### src/hdl/dic_pkg.sv
`default_nettype none
package dic_pkg;
    localparam int DIC_NCH = 4;
    localparam int DIC_NB = 2;
    localparam int DIC_NP = 8;
    localparam int DIC_PW = 3;
    localparam int DIC_CLK_NS = 100;
    localparam int DIC_TICK_NS = 1000000;
    localparam int DIC_MS_CYC = (DIC_TICK_NS + DIC_CLK_NS - 1) / DIC_CLK_NS;
    localparam int DIC_MSW = 14;
    localparam logic [9:0] DIC_DEB_MAX_MS = 10'h3e8;
    localparam logic [9:0] DIC_DEB_RST = 10'h000;
    localparam logic [5:0] DIC_AC_WIN_MS = 6'h32;
    localparam logic [7:0] DIC_CFG_BASE = 8'h00;
    localparam logic [7:0] DIC_DEB_BASE = 8'h10;
    localparam logic [7:0] DIC_CNT_BASE = 8'h20;
    localparam logic [7:0] DIC_STATE_OFS = 8'h30;
    localparam logic [7:0] DIC_IST_OFS = 8'h34;
    localparam logic [7:0] DIC_ICLR_OFS = 8'h38;
    localparam logic [7:0] DIC_IEN_OFS = 8'h3c;
    localparam logic [31:0] DIC_CFG_RST = 32'h0000_0010;
    localparam logic [2*DIC_NCH-1:0] DIC_IEN_RST = 8'h00;

    typedef enum logic [1:0] {
        DIC_PULSE_MODE = 2'b00,
        DIC_TRANSITION_COUNT_MODE = 2'b01,
        DIC_AC_MODE = 2'b10,
        DIC_TIME_CODE_MODE = 2'b11
    } dic_mode_e;

    typedef struct packed {
        logic [7:0] rsv3;
        logic [7:0] priority_val;
        logic [4:0] rsv2;
        logic [DIC_PW-1:0] port;
        logic [1:0] rsv1;
        logic alarm_on_off;
        logic enable;
        logic event_log_select;
        logic invert;
        dic_mode_e mode;
    } dic_cfg_s;

    typedef struct packed {
        logic cyc;
        logic stb;
        logic we;
        logic [7:0] adr;
        logic [3:0] sel;
        logic [31:0] dat;
    } dic_wb_req_s;

    typedef struct packed {
        logic ack;
        logic [31:0] dat;
    } dic_wb_rsp_s;

    typedef struct packed {
        logic valid;
        logic level;
        logic [7:0] priority_val;
    } dic_log_s;

    typedef struct packed {
        logic [DIC_NP-1:0] sync1;
        logic [DIC_NP-1:0] sync2;
        logic [DIC_MSW-1:0] msdiv;
        logic tick;
        dic_cfg_s [DIC_NCH-1:0] cfg;
        logic [DIC_NCH-1:0][9:0] deb;
        logic [DIC_NCH-1:0][9:0] dbc;
        logic [DIC_NCH-1:0][5:0] actmr;
        logic [DIC_NCH-1:0][15:0] cnt;
        logic [DIC_NCH-1:0] prev;
        logic [DIC_NCH-1:0] state;
        logic [DIC_NCH-1:0] armed;
        logic [DIC_NCH-1:0] trig;
        logic [DIC_NCH-1:0] logv;
        logic [DIC_NB-1:0] irig;
        logic [2*DIC_NCH-1:0] irqst;
        logic [2*DIC_NCH-1:0] irqen;
        logic ack;
        logic [31:0] rdat;
    } dic_state_s;
endpackage
`default_nettype wire

### src/hdl/dic_top.sv
// Design decisions made here: the Wishbone slave port and the register offsets.
`timescale 1ns/1ns
`default_nettype none
// Notes on behaviour
// - pulse mode counts on completed off-on-off
// - transition mode counts every state change
// - AC mode: ON while alternating input seen
// - time-code mode passes level to clock
// - option channels never take time-code mode
// - polarity bit optionally inverts port signal
// - level accepted after stable debounce time
// - log entry only when logging is on
// - option channels tag events with priority
// - disabled option channel ignores input entirely
// - option alarm on ON or OFF
// - readable conditioned ON/OFF state per channel
// - each channel selects one physical port
// - pulse mode triggers on OFF to ON
// - transition mode triggers on every change
module dic_top
    import dic_pkg::*;
#(
    parameter int MS_CYC = DIC_MS_CYC
)(
    input wire logic clk_i, // system clock
    input wire logic rst_i, // synchronous reset, high
    input wire dic_wb_req_s wb_i, // wishbone request
    output var dic_wb_rsp_s wb_o, // wishbone answer
    input wire logic [DIC_NP-1:0] port_i, // physical input pins
    output logic [DIC_NCH-1:0] state_o, // conditioned state
    output logic [DIC_NCH-1:0] trig_o, // trigger pulses
    output logic [DIC_NB-1:0] irig_o, // time-code level to clock
    output var dic_log_s [DIC_NCH-1:0] log_o, // event log strobes
    output logic irq_o // interrupt level
);

    function automatic logic [31:0] byte_mask(input logic [3:0] sel);
        logic [31:0] m;
        m = '0;
        for (int b = 0; b < 4; b++)
        begin
            m[8*b +: 8] = {8{sel[b]}};
        end
        return m;
    endfunction

    // base channels carry no priority, alarm or enable; options lose time-code
    function automatic dic_cfg_s clean_cfg(input logic [31:0] w, input logic opt);
        dic_cfg_s c;
        c = dic_cfg_s'(w);
        c.rsv1 = '0;
        c.rsv2 = '0;
        c.rsv3 = '0;
        if (opt && c.mode == DIC_TIME_CODE_MODE)
        begin
            c.mode = DIC_PULSE_MODE;
        end
        if (!opt)
        begin
            c.enable = 1'b1;
            c.alarm_on_off = 1'b0;
            c.priority_val = '0;
        end
        return c;
    endfunction

    dic_state_s r;
    dic_state_s next_r;

    logic req;
    logic [31:0] wmask;
    logic [2*DIC_NCH-1:0] set_ev;
    logic [2*DIC_NCH-1:0] clr_ev;
    logic sel_v;
    logic cand_v;
    logic chg_v;
    logic active_v;
    logic opt_v;
    logic [1:0] ch;

    always_comb
    begin
        next_r = r;
        req = wb_i.cyc & wb_i.stb;
        wmask = byte_mask(wb_i.sel);
        set_ev = '0;
        clr_ev = '0;
        sel_v = 1'b0;
        cand_v = 1'b0;
        chg_v = 1'b0;
        active_v = 1'b0;
        opt_v = 1'b0;
        ch = wb_i.adr[3:2];
        next_r.trig = '0;
        next_r.logv = '0;
        next_r.tick = 1'b0;
        next_r.sync1 = port_i;
        next_r.sync2 = r.sync1;
        if (r.msdiv == DIC_MSW'(MS_CYC - 1))
        begin
            next_r.msdiv = '0;
            next_r.tick = 1'b1;
        end
        else
        begin
            next_r.msdiv = r.msdiv + 1'b1;
        end

        for (int i = 0; i < DIC_NCH; i++)
        begin
            opt_v = (i >= DIC_NB);
            sel_v = r.sync2[r.cfg[i].port] ^ r.cfg[i].invert;
            active_v = !opt_v || r.cfg[i].enable;
            chg_v = 1'b0;
            // presence feeds the debouncer so a slow AC wave still reads ON
            cand_v = (r.cfg[i].mode == DIC_AC_MODE) ? (r.actmr[i] != '0) : sel_v;
            next_r.prev[i] = sel_v;
            if (!active_v)
            begin
                next_r.dbc[i] = '0;
                next_r.actmr[i] = '0;
            end
            else
            begin
                // window runs only in AC mode, so an edge seen in another mode
                // cannot make a freshly selected AC channel read ON
                if (r.cfg[i].mode != DIC_AC_MODE)
                begin
                    next_r.actmr[i] = '0;
                end
                else if (sel_v != r.prev[i])
                begin
                    next_r.actmr[i] = DIC_AC_WIN_MS;
                end
                else if (r.tick && r.actmr[i] != '0)
                begin
                    next_r.actmr[i] = r.actmr[i] - 1'b1;
                end
                if (cand_v == r.state[i])
                begin
                    next_r.dbc[i] = '0;
                end
                else if (r.dbc[i] >= r.deb[i])
                begin
                    next_r.dbc[i] = '0;
                    next_r.state[i] = cand_v;
                    chg_v = 1'b1;
                end
                else if (r.tick)
                begin
                    next_r.dbc[i] = r.dbc[i] + 1'b1;
                end
            end
            unique case (r.cfg[i].mode)
                DIC_PULSE_MODE:
                begin
                    next_r.trig[i] = chg_v & cand_v;
                    if (chg_v && cand_v)
                    begin
                        next_r.armed[i] = 1'b1;
                    end
                    else if (chg_v && r.armed[i])
                    begin
                        next_r.armed[i] = 1'b0;
                        next_r.cnt[i] = r.cnt[i] + 1'b1;
                    end
                end
                DIC_TRANSITION_COUNT_MODE:
                begin
                    next_r.trig[i] = chg_v;
                    next_r.armed[i] = 1'b0;
                    if (chg_v)
                    begin
                        next_r.cnt[i] = r.cnt[i] + 1'b1;
                    end
                end
                DIC_AC_MODE, DIC_TIME_CODE_MODE:
                begin
                    next_r.armed[i] = 1'b0;
                end
            endcase
            next_r.logv[i] = chg_v & r.cfg[i].event_log_select;
            set_ev[i] = chg_v;
            set_ev[DIC_NCH + i] = opt_v && chg_v && (cand_v == !r.cfg[i].alarm_on_off);
        end

        for (int b = 0; b < DIC_NB; b++)
        begin
            // the clock logic decodes frames; only the conditioned level goes there
            next_r.irig[b] = (r.cfg[b].mode == DIC_TIME_CODE_MODE) & next_r.state[b];
        end

        // registered ack: one wait state, then the write lands on the ack edge
        next_r.ack = 1'b0;
        if (req && !r.ack)
        begin
            next_r.ack = 1'b1;
            next_r.rdat = '0;
            if (wb_i.adr[7:6] == 2'b00)
            begin
                unique case ({wb_i.adr[7:4], 4'h0})
                    DIC_CFG_BASE: next_r.rdat = r.cfg[ch];
                    DIC_DEB_BASE: next_r.rdat = {22'h0, r.deb[ch]};
                    DIC_CNT_BASE: next_r.rdat = {16'h0, r.cnt[ch]};
                    default:
                    begin
                        unique case ({wb_i.adr[7:2], 2'b00})
                            DIC_STATE_OFS: next_r.rdat = {28'h0, r.state};
                            DIC_IST_OFS: next_r.rdat = {24'h0, r.irqst};
                            DIC_IEN_OFS: next_r.rdat = {24'h0, r.irqen};
                            default: next_r.rdat = '0;
                        endcase
                    end
                endcase
            end
        end
        if (req && r.ack && wb_i.we && wb_i.adr[7:6] == 2'b00)
        begin
            unique case ({wb_i.adr[7:4], 4'h0})
                DIC_CFG_BASE:
                begin
                    next_r.cfg[ch] = clean_cfg((r.cfg[ch] & ~wmask) | (wb_i.dat & wmask),
                        (32'(ch) >= DIC_NB));
                end
                DIC_DEB_BASE:
                begin
                    if (wb_i.sel[0])
                    begin
                        next_r.deb[ch][7:0] = wb_i.dat[7:0];
                    end
                    if (wb_i.sel[1])
                    begin
                        next_r.deb[ch][9:8] = wb_i.dat[9:8];
                    end
                    // anything past one second is held at one second
                    if (next_r.deb[ch] > DIC_DEB_MAX_MS)
                    begin
                        next_r.deb[ch] = DIC_DEB_MAX_MS;
                    end
                end
                DIC_CNT_BASE:
                begin
                end
                default:
                begin
                    if ({wb_i.adr[7:2], 2'b00} == DIC_ICLR_OFS && wb_i.sel[0])
                    begin
                        clr_ev = wb_i.dat[2*DIC_NCH-1:0];
                    end
                    if ({wb_i.adr[7:2], 2'b00} == DIC_IEN_OFS && wb_i.sel[0])
                    begin
                        next_r.irqen = wb_i.dat[2*DIC_NCH-1:0];
                    end
                end
            endcase
        end
        // a new event beats a clear in the same cycle
        next_r.irqst = (r.irqst & ~clr_ev) | set_ev;
    end

    always_ff @(posedge clk_i)
    begin
        if (rst_i)
        begin
            r <= '0;
            for (int i = 0; i < DIC_NCH; i++)
            begin
                r.cfg[i] <= dic_cfg_s'(DIC_CFG_RST);
                r.deb[i] <= DIC_DEB_RST;
            end
            r.irqen <= DIC_IEN_RST;
        end
        else
        begin
            r <= next_r;
        end
    end

    assign wb_o.ack = r.ack;
    assign wb_o.dat = r.rdat;
    assign state_o = r.state;
    assign trig_o = r.trig;
    assign irig_o = r.irig;
    assign irq_o = |(r.irqst & r.irqen);

    generate
        for (genvar g = 0; g < DIC_NCH; g++)
        begin : g_log
            assign log_o[g].valid = r.logv[g];
            assign log_o[g].level = r.state[g];
            assign log_o[g].priority_val = r.cfg[g].priority_val;
        end
    endgenerate
endmodule // dic_top
`default_nettype wire

### config.mk
export PLATFORM = sky130hd
export DESIGN_NAME = dic_top
export DESIGN_NICKNAME = d
export VERILOG_FILES = /design/src/hdl/dic_pkg.sv /design/src/hdl/dic_top.sv
export SDC_FILE = /design/constraint.sdc
export NUM_CORES = 1
export LEC_CHECK = 0
export BUFFER_PORTS_ARGS = -buffer_cell sky130_fd_sc_hd__buf_2
export CORE_AREA = 3 3 199 201
export CTS_CLUSTER_DIAMETER = 200
export DETAILED_ROUTE_END_ITERATION = 12
export DIE_AREA = 0 0 202 204
export PLACE_DENSITY = 0.67
export SLEW_MARGIN = 10
export SYNTH_ARGS = -nofsm -noshare
export SYNTH_HDL_FRONTEND = slang
export SYNTH_SLANG_ARGS = --single-unit
### constraint.sdc
create_clock -name clk_i -period 3.47 [get_ports clk_i]
set_input_delay 0.347 -clock clk_i [delete_from_list [all_inputs] [get_ports clk_i]]
set_output_delay 0.347 -clock clk_i [all_outputs]
set_load 0.005 [all_outputs]
### Yosys cells after proc, flatten, opt, wreduce, memory -nomap -nowiden

Index checks and enable logic that the tools add are counted.

| operators by class | value |
|---|---|
| bitwise gates (word level) | 31 |
| reduce and logical (&&, ||, !) cells | 71 |
| mux-type cells | 109 |
| magnitude comparators | 12 |
| add/subtract/negate cells | 13 |
| equal/unequal tests | 50 |

Operators by type and width:

| cell | number |
|---|---|
| 40-bit 2-to-1 mux | 7 |
| 16-bit 2-to-1 mux | 13 |
| 128-bit bitwise mux | 1 |
| 16-bit case mux with 2 select lines | 4 |
| 32-bit 2-to-1 mux | 3 |
| 32-bit case mux with 3 select lines | 1 |
| 40-bit bitwise mux | 2 |
| 16-bit by 1-bit adder with 16-bit output (second input constant) | 4 |
| 32-bit binary-select mux with 2-bit select | 1 |
| 32-bit demux with 2-bit select | 1 |
| 10-bit demux with 2-bit select | 3 |
| 8-bit 2-to-1 mux | 7 |
| 24-bit bitwise AND | 2 |
| 6-bit 2-to-1 mux | 8 |
| 24-bit OR | 2 |
| 10-bit by 1-bit adder with 10-bit output (second input constant) | 4 |
| 10-bit binary-select mux with 2-bit select | 2 |
| 10-bit >= comparator | 4 |
| 10-bit 2-to-1 mux | 4 |
| 33-bit 2-to-1 mux | 1 |
| 3-bit OR reduction | 11 |
| 16-bit binary-select mux with 2-bit select | 1 |
| 2-bit inequality test (second input constant) | 16 |
| 1-bit 2-to-1 mux | 31 |
| 41 further kinds | 153 |

| word-level totals | value |
|---|---|
| word-level logic and storage cells | 365 |
| register bits after elaboration | 398 |
| output and inout port bits | 84 |
| bits of input ports | 57 |

### Depth between registers and ports, before layout

| depth | value |
|---|---|
| depth in word-level cells | 16 |
| gate-level depth with buffers | 11 |
| depth with buffers taken out | 9 |

### Worst setup path before layout

OpenSTA, ideal clock, no wires.

| timing path | value |
|---|---|
| path type | register to register |
| start | register r[153] (netlist name) |
| end | register r[129] (netlist name) |
| data arrival time | 2.672 ns |
| buffers on the path | 1 |
| path slack | 0.739 ns |
| data required time | 3.411 ns |
| period minus slack after synthesis | 2.731 ns |
| stages on the path, launching flop included | 11 |
| setup time | 0.059 ns |
| cell sequence | dfxtp_1 inv_1 ha_1 or4b_4 or3b_4 and4b_1 and4bb_4 nand4_2 buf_6 or4_1 nand2_1 |

| on the way | value |
|---|---|
| word-level cells in the longest chain between the ends | 8 |
| elaborated cells between the ends (all ways) | 11 |
| those cells by class | 4 x eq/ne; 3 x mux; 4 x reduce/logical |

RTL lines:

| item | RTL line | source |
|---|---|---|
| from (decl) | dic_top.sv:67 | `dic_state_s r;` |
| from (signal assigned) | dic_top.sv:275 | `r <= next_r;` |
| 6-bit nonzero test (*) | dic_top.sv:116 | `cand_v = (r.cfg[i].mode == DIC_AC_MODE) ? (r.actmr[i] != '0) : sel_v;` |
| 1-bit 2-to-1 mux (*) | dic_top.sv:116 |  |
| 1-bit == test | dic_top.sv:139 | `if (cand_v == r.state[i])` |
| 1-bit 2-to-1 mux | dic_top.sv:139 |  |
| 1-bit 2-to-1 mux | dic_top.sv:118 | `if (!active_v)` |
| 1-bit logical AND, on equally long branches | dic_top.sv:162, dic_top.sv:158 |  |
| 2-bit inequality test (no source line) | n/a |  |
| 4-bit AND reduction (no source line) (*) | n/a |  |

Mark *: on every way between the ends. The rest lies on a longest branch, timed or not.
A chain may end at the register's enable or synchronous reset.

### Worst setup path after layout

| timing path | value |
|---|---|
| start | register r[153] (netlist name) |
| end | register r[128] (netlist name) |

The elaborated chain is that of the path after synthesis.

==> flow_summary.yaml <==
sta:
  report.final.hold_viol_count: 0
  rsz0062_at_grt: "false"
  period_minus_slack_ns: 3.08
  fmax_mhz: 325
  skew_ns: 0.0159
  worst_slew_pin_slew_ns: 1.00
  timing.final.crit_share_pct: 88.8
  whs_ns: 0.0192
  setup_tns_ns: 0
  slew_headroom_pct: 32.9
  setup_viol: 0
  maxSlewViolCount: 0
clock_network:
  clockRootBuffer: "clkbuf_16"
  cts_made_buffers: 37
  cts_tree: "yes"
  clkLatencyLatePin_ns: 0.55
  path_clk_slew_ns: 0.06
  cts_hold_buf: 5
  clock_path_buffers: 3
  clock_sinks: 330
  cts_resized: 0
  cts-htree-levels: 2
  cts_setup_buffers: 0
floorplan:
  core_sq_um: 37800
  die_width_um: 202
  fp.dieH_um: 204
  initial_core_util_pct: 45.3
  num_rows: 71
  die-area_sq_um: 41200
  num_io_pins: 141
critical_path:
  required_ns: 3.94
  reg2reg_slack_ns: 0.39
  arrival_ns: 3.55
  endpoint_kind: "flip-flop"
  crit_start: "r[153]"
  crit_type: "reg2reg"
  r2r_start: "r[153]"
  crit_path_max_fanout: 18
  reg2reg_depth: 9
  start_kind: "flip-flop"
  r2r_end: "r[128]"
drt:
  antenna_left: 0
  firstDrtPassIters: 5
  wl_um: 46200
  vias: 14200
  routedWlPerCell_um: 18.4
  dr.first_iter.drc_count: 1203
  drcViolationCount: 0
  viasPerCell: 5.67
yosys:
  yosysWarnings: 0
  synthesis.area_sq_um: 17100
  async_flop_share_pct: 0
  synth_top_flop_cell: "dfxtp_1"
  syn_inst: 1943
  synth-seq-cells: 330
  synth_cell_type_count: 76
  synth-edff-count: 0
  avgSynthCellArea_sq_um: 8.80
  seq_area_frac_synth_pct: 38.6
hold_path:
  hold_depth: 2
  min_path_type: "in2reg"
  min-delay-start: "port_i[3]"
  hold_end: "next_r[385]"
power_and_ir_drop:
  cellLeakagePower_nw: 7.31
  power_density_nw_per_um2: 449
  ir_drop_uv: 353
placement:
  globalplace.congestion: 0.910
  port-buffer-count: 116
  dp_hpwl_um: 33200
  placed_area_sq_um: 17600
  dp.cells: 2432
cells_and_area:
  fin_cells: 2505
  stdcell_area_sq_um: 19000
  layout-drive-gt1-share_pct: 14.4
  final_common_cell: "dfxtp_1"
  final_nets: 2078
  area_delta_synth_final_pct: 11.3
  layout.cells.most_common_list: "dfxtp_1, nor2_1, nand2_1, buf_2, a21oi_1"
status:
  outcome: "finished, final reports clean"
global_route:
  grt_usage_pct: 22.1
  grt.overflow.total: 0
  antenna_found_initial: 2
  grt_start_max_net_pins: 69
  first_global_vias: 13700
  grt_first_pass_wirelength_um: 73700
flow_run:
  maxCapViolCount: 0
## stage by stage
step | power [W] | util (%) | setup slack (ns)
6_report | 0.00855 | 50.4 | 0.389
3_5_place_dp | 0.00428 | 46.7 | 0.426
3_3_place_gp | 0.00427 | 46.7 | 0.485
2_1_floorplan | 0.00416 | - | 0.739
5_1_grt | 0.00883 | 50.4 | 0.186
4_1_cts | 0.00864 | 50.4 | 0.410
## power by group
part | internal [W] | switching, W | leakage [nW]
Clock | 0.00273 | 0.00162 | 0.658
Sequential | 0.00381 | 0.0000204 | 2.66
Combinational | 0.000123 | 0.000246 | 3.99
## logic make-up after synthesis
group,share of synthesized area (%)
simple gates,22.0
flops,38.6
compound gates,11.2
buf+inv,7.49
mux,10.8
xor+xnor,5.74
fa+ha+maj,4.10
other cells,0.0219
## sequential cells by signal, summed over array words and instances (netlist names)
signal,cells
r,250
log_o,36
wb_o,25
next_r,8
state_o,4
trig_o,4
irig_o,2
active_v,1
## critical path, cell delays in order, from the launching register on
cell and delay (ns):
dfxtp_1 0.33, inv_1 0.08, ha_1 0.14, or4b_4 0.47, or3b_4 0.42, and4b_1 0.21, and4bb_4 0.35, nand4_4 0.26
or4_1 0.59, a21oi_1 0.15
## cells in the mapped netlist (34+ instances only)
| master | number | share of area (%) |
|---|---|---|
| nand2_1 | 198 | 4.3 |
| dfxtp_1 | 330 | 39 |
| nand3_1 | 53 | 1.6 |
| o21ai_0 | 49 | 1.4 |
| a21oi_1 | 96 | 2.8 |
| inv_1 | 74 | 1.6 |
| buf_4 | 83 | 3.6 |
| ha_1 | 56 | 4.1 |
| mux4_2 | 42 | 5.5 |
| and3_1 | 55 | 2.0 |
| mux2i_1 | 75 | 4.4 |
| clkbuf_1 | 78 | 1.7 |
| nor2b_1 | 34 | 1.2 |
| nand4_1 | 34 | 1.2 |
| nor2_1 | 246 | 5.4 |
| xor2_1 | 54 | 2.8 |
| xnor2_1 | 58 | 3.0 |
## how the worst max path moves through the flow
stage	end	depth (start not counted)
2_1_floorplan	r[129]	10
3_3_place_gp	r[126]	9
3_5_place_dp	r[126]	9
4_1_cts	r[126]	9
5_1_grt	r[130]	10
6_report	r[128]	9
## cell type report
| type | count | area (sq um) |
|---|---|---|
| Multi-Input combinational cell | 1367 | 9240 |
| Fill cell | 3512 | 18700 |
| Tap cell | 511 | 639 |
| Antenna cell | 1 | 2.50 |
| Inverter | 75 | 282 |
| Clock buffer | 45 | 996 |
| Sequential cell | 330 | 6610 |
| Clock inverter | 22 | 358 |
| Timing Repair Buffer | 154 | 900 |
## per-layer routing
| metal | vias up | share of wire [%] | global-route usage [%] |
|---|---|---|---|
| li1 | 6804 | - | - |
| met1 | 6777 | 43 | 29.1 |
| met2 | 512 | 45 | 35.2 |
| met3 | 110 | 7.9 | 4.92 |
| met4 | 2 | 3.9 | 9.37 |
| met5 | - | 0.028 | 0 |
Power figures use the tool's default switching activity.
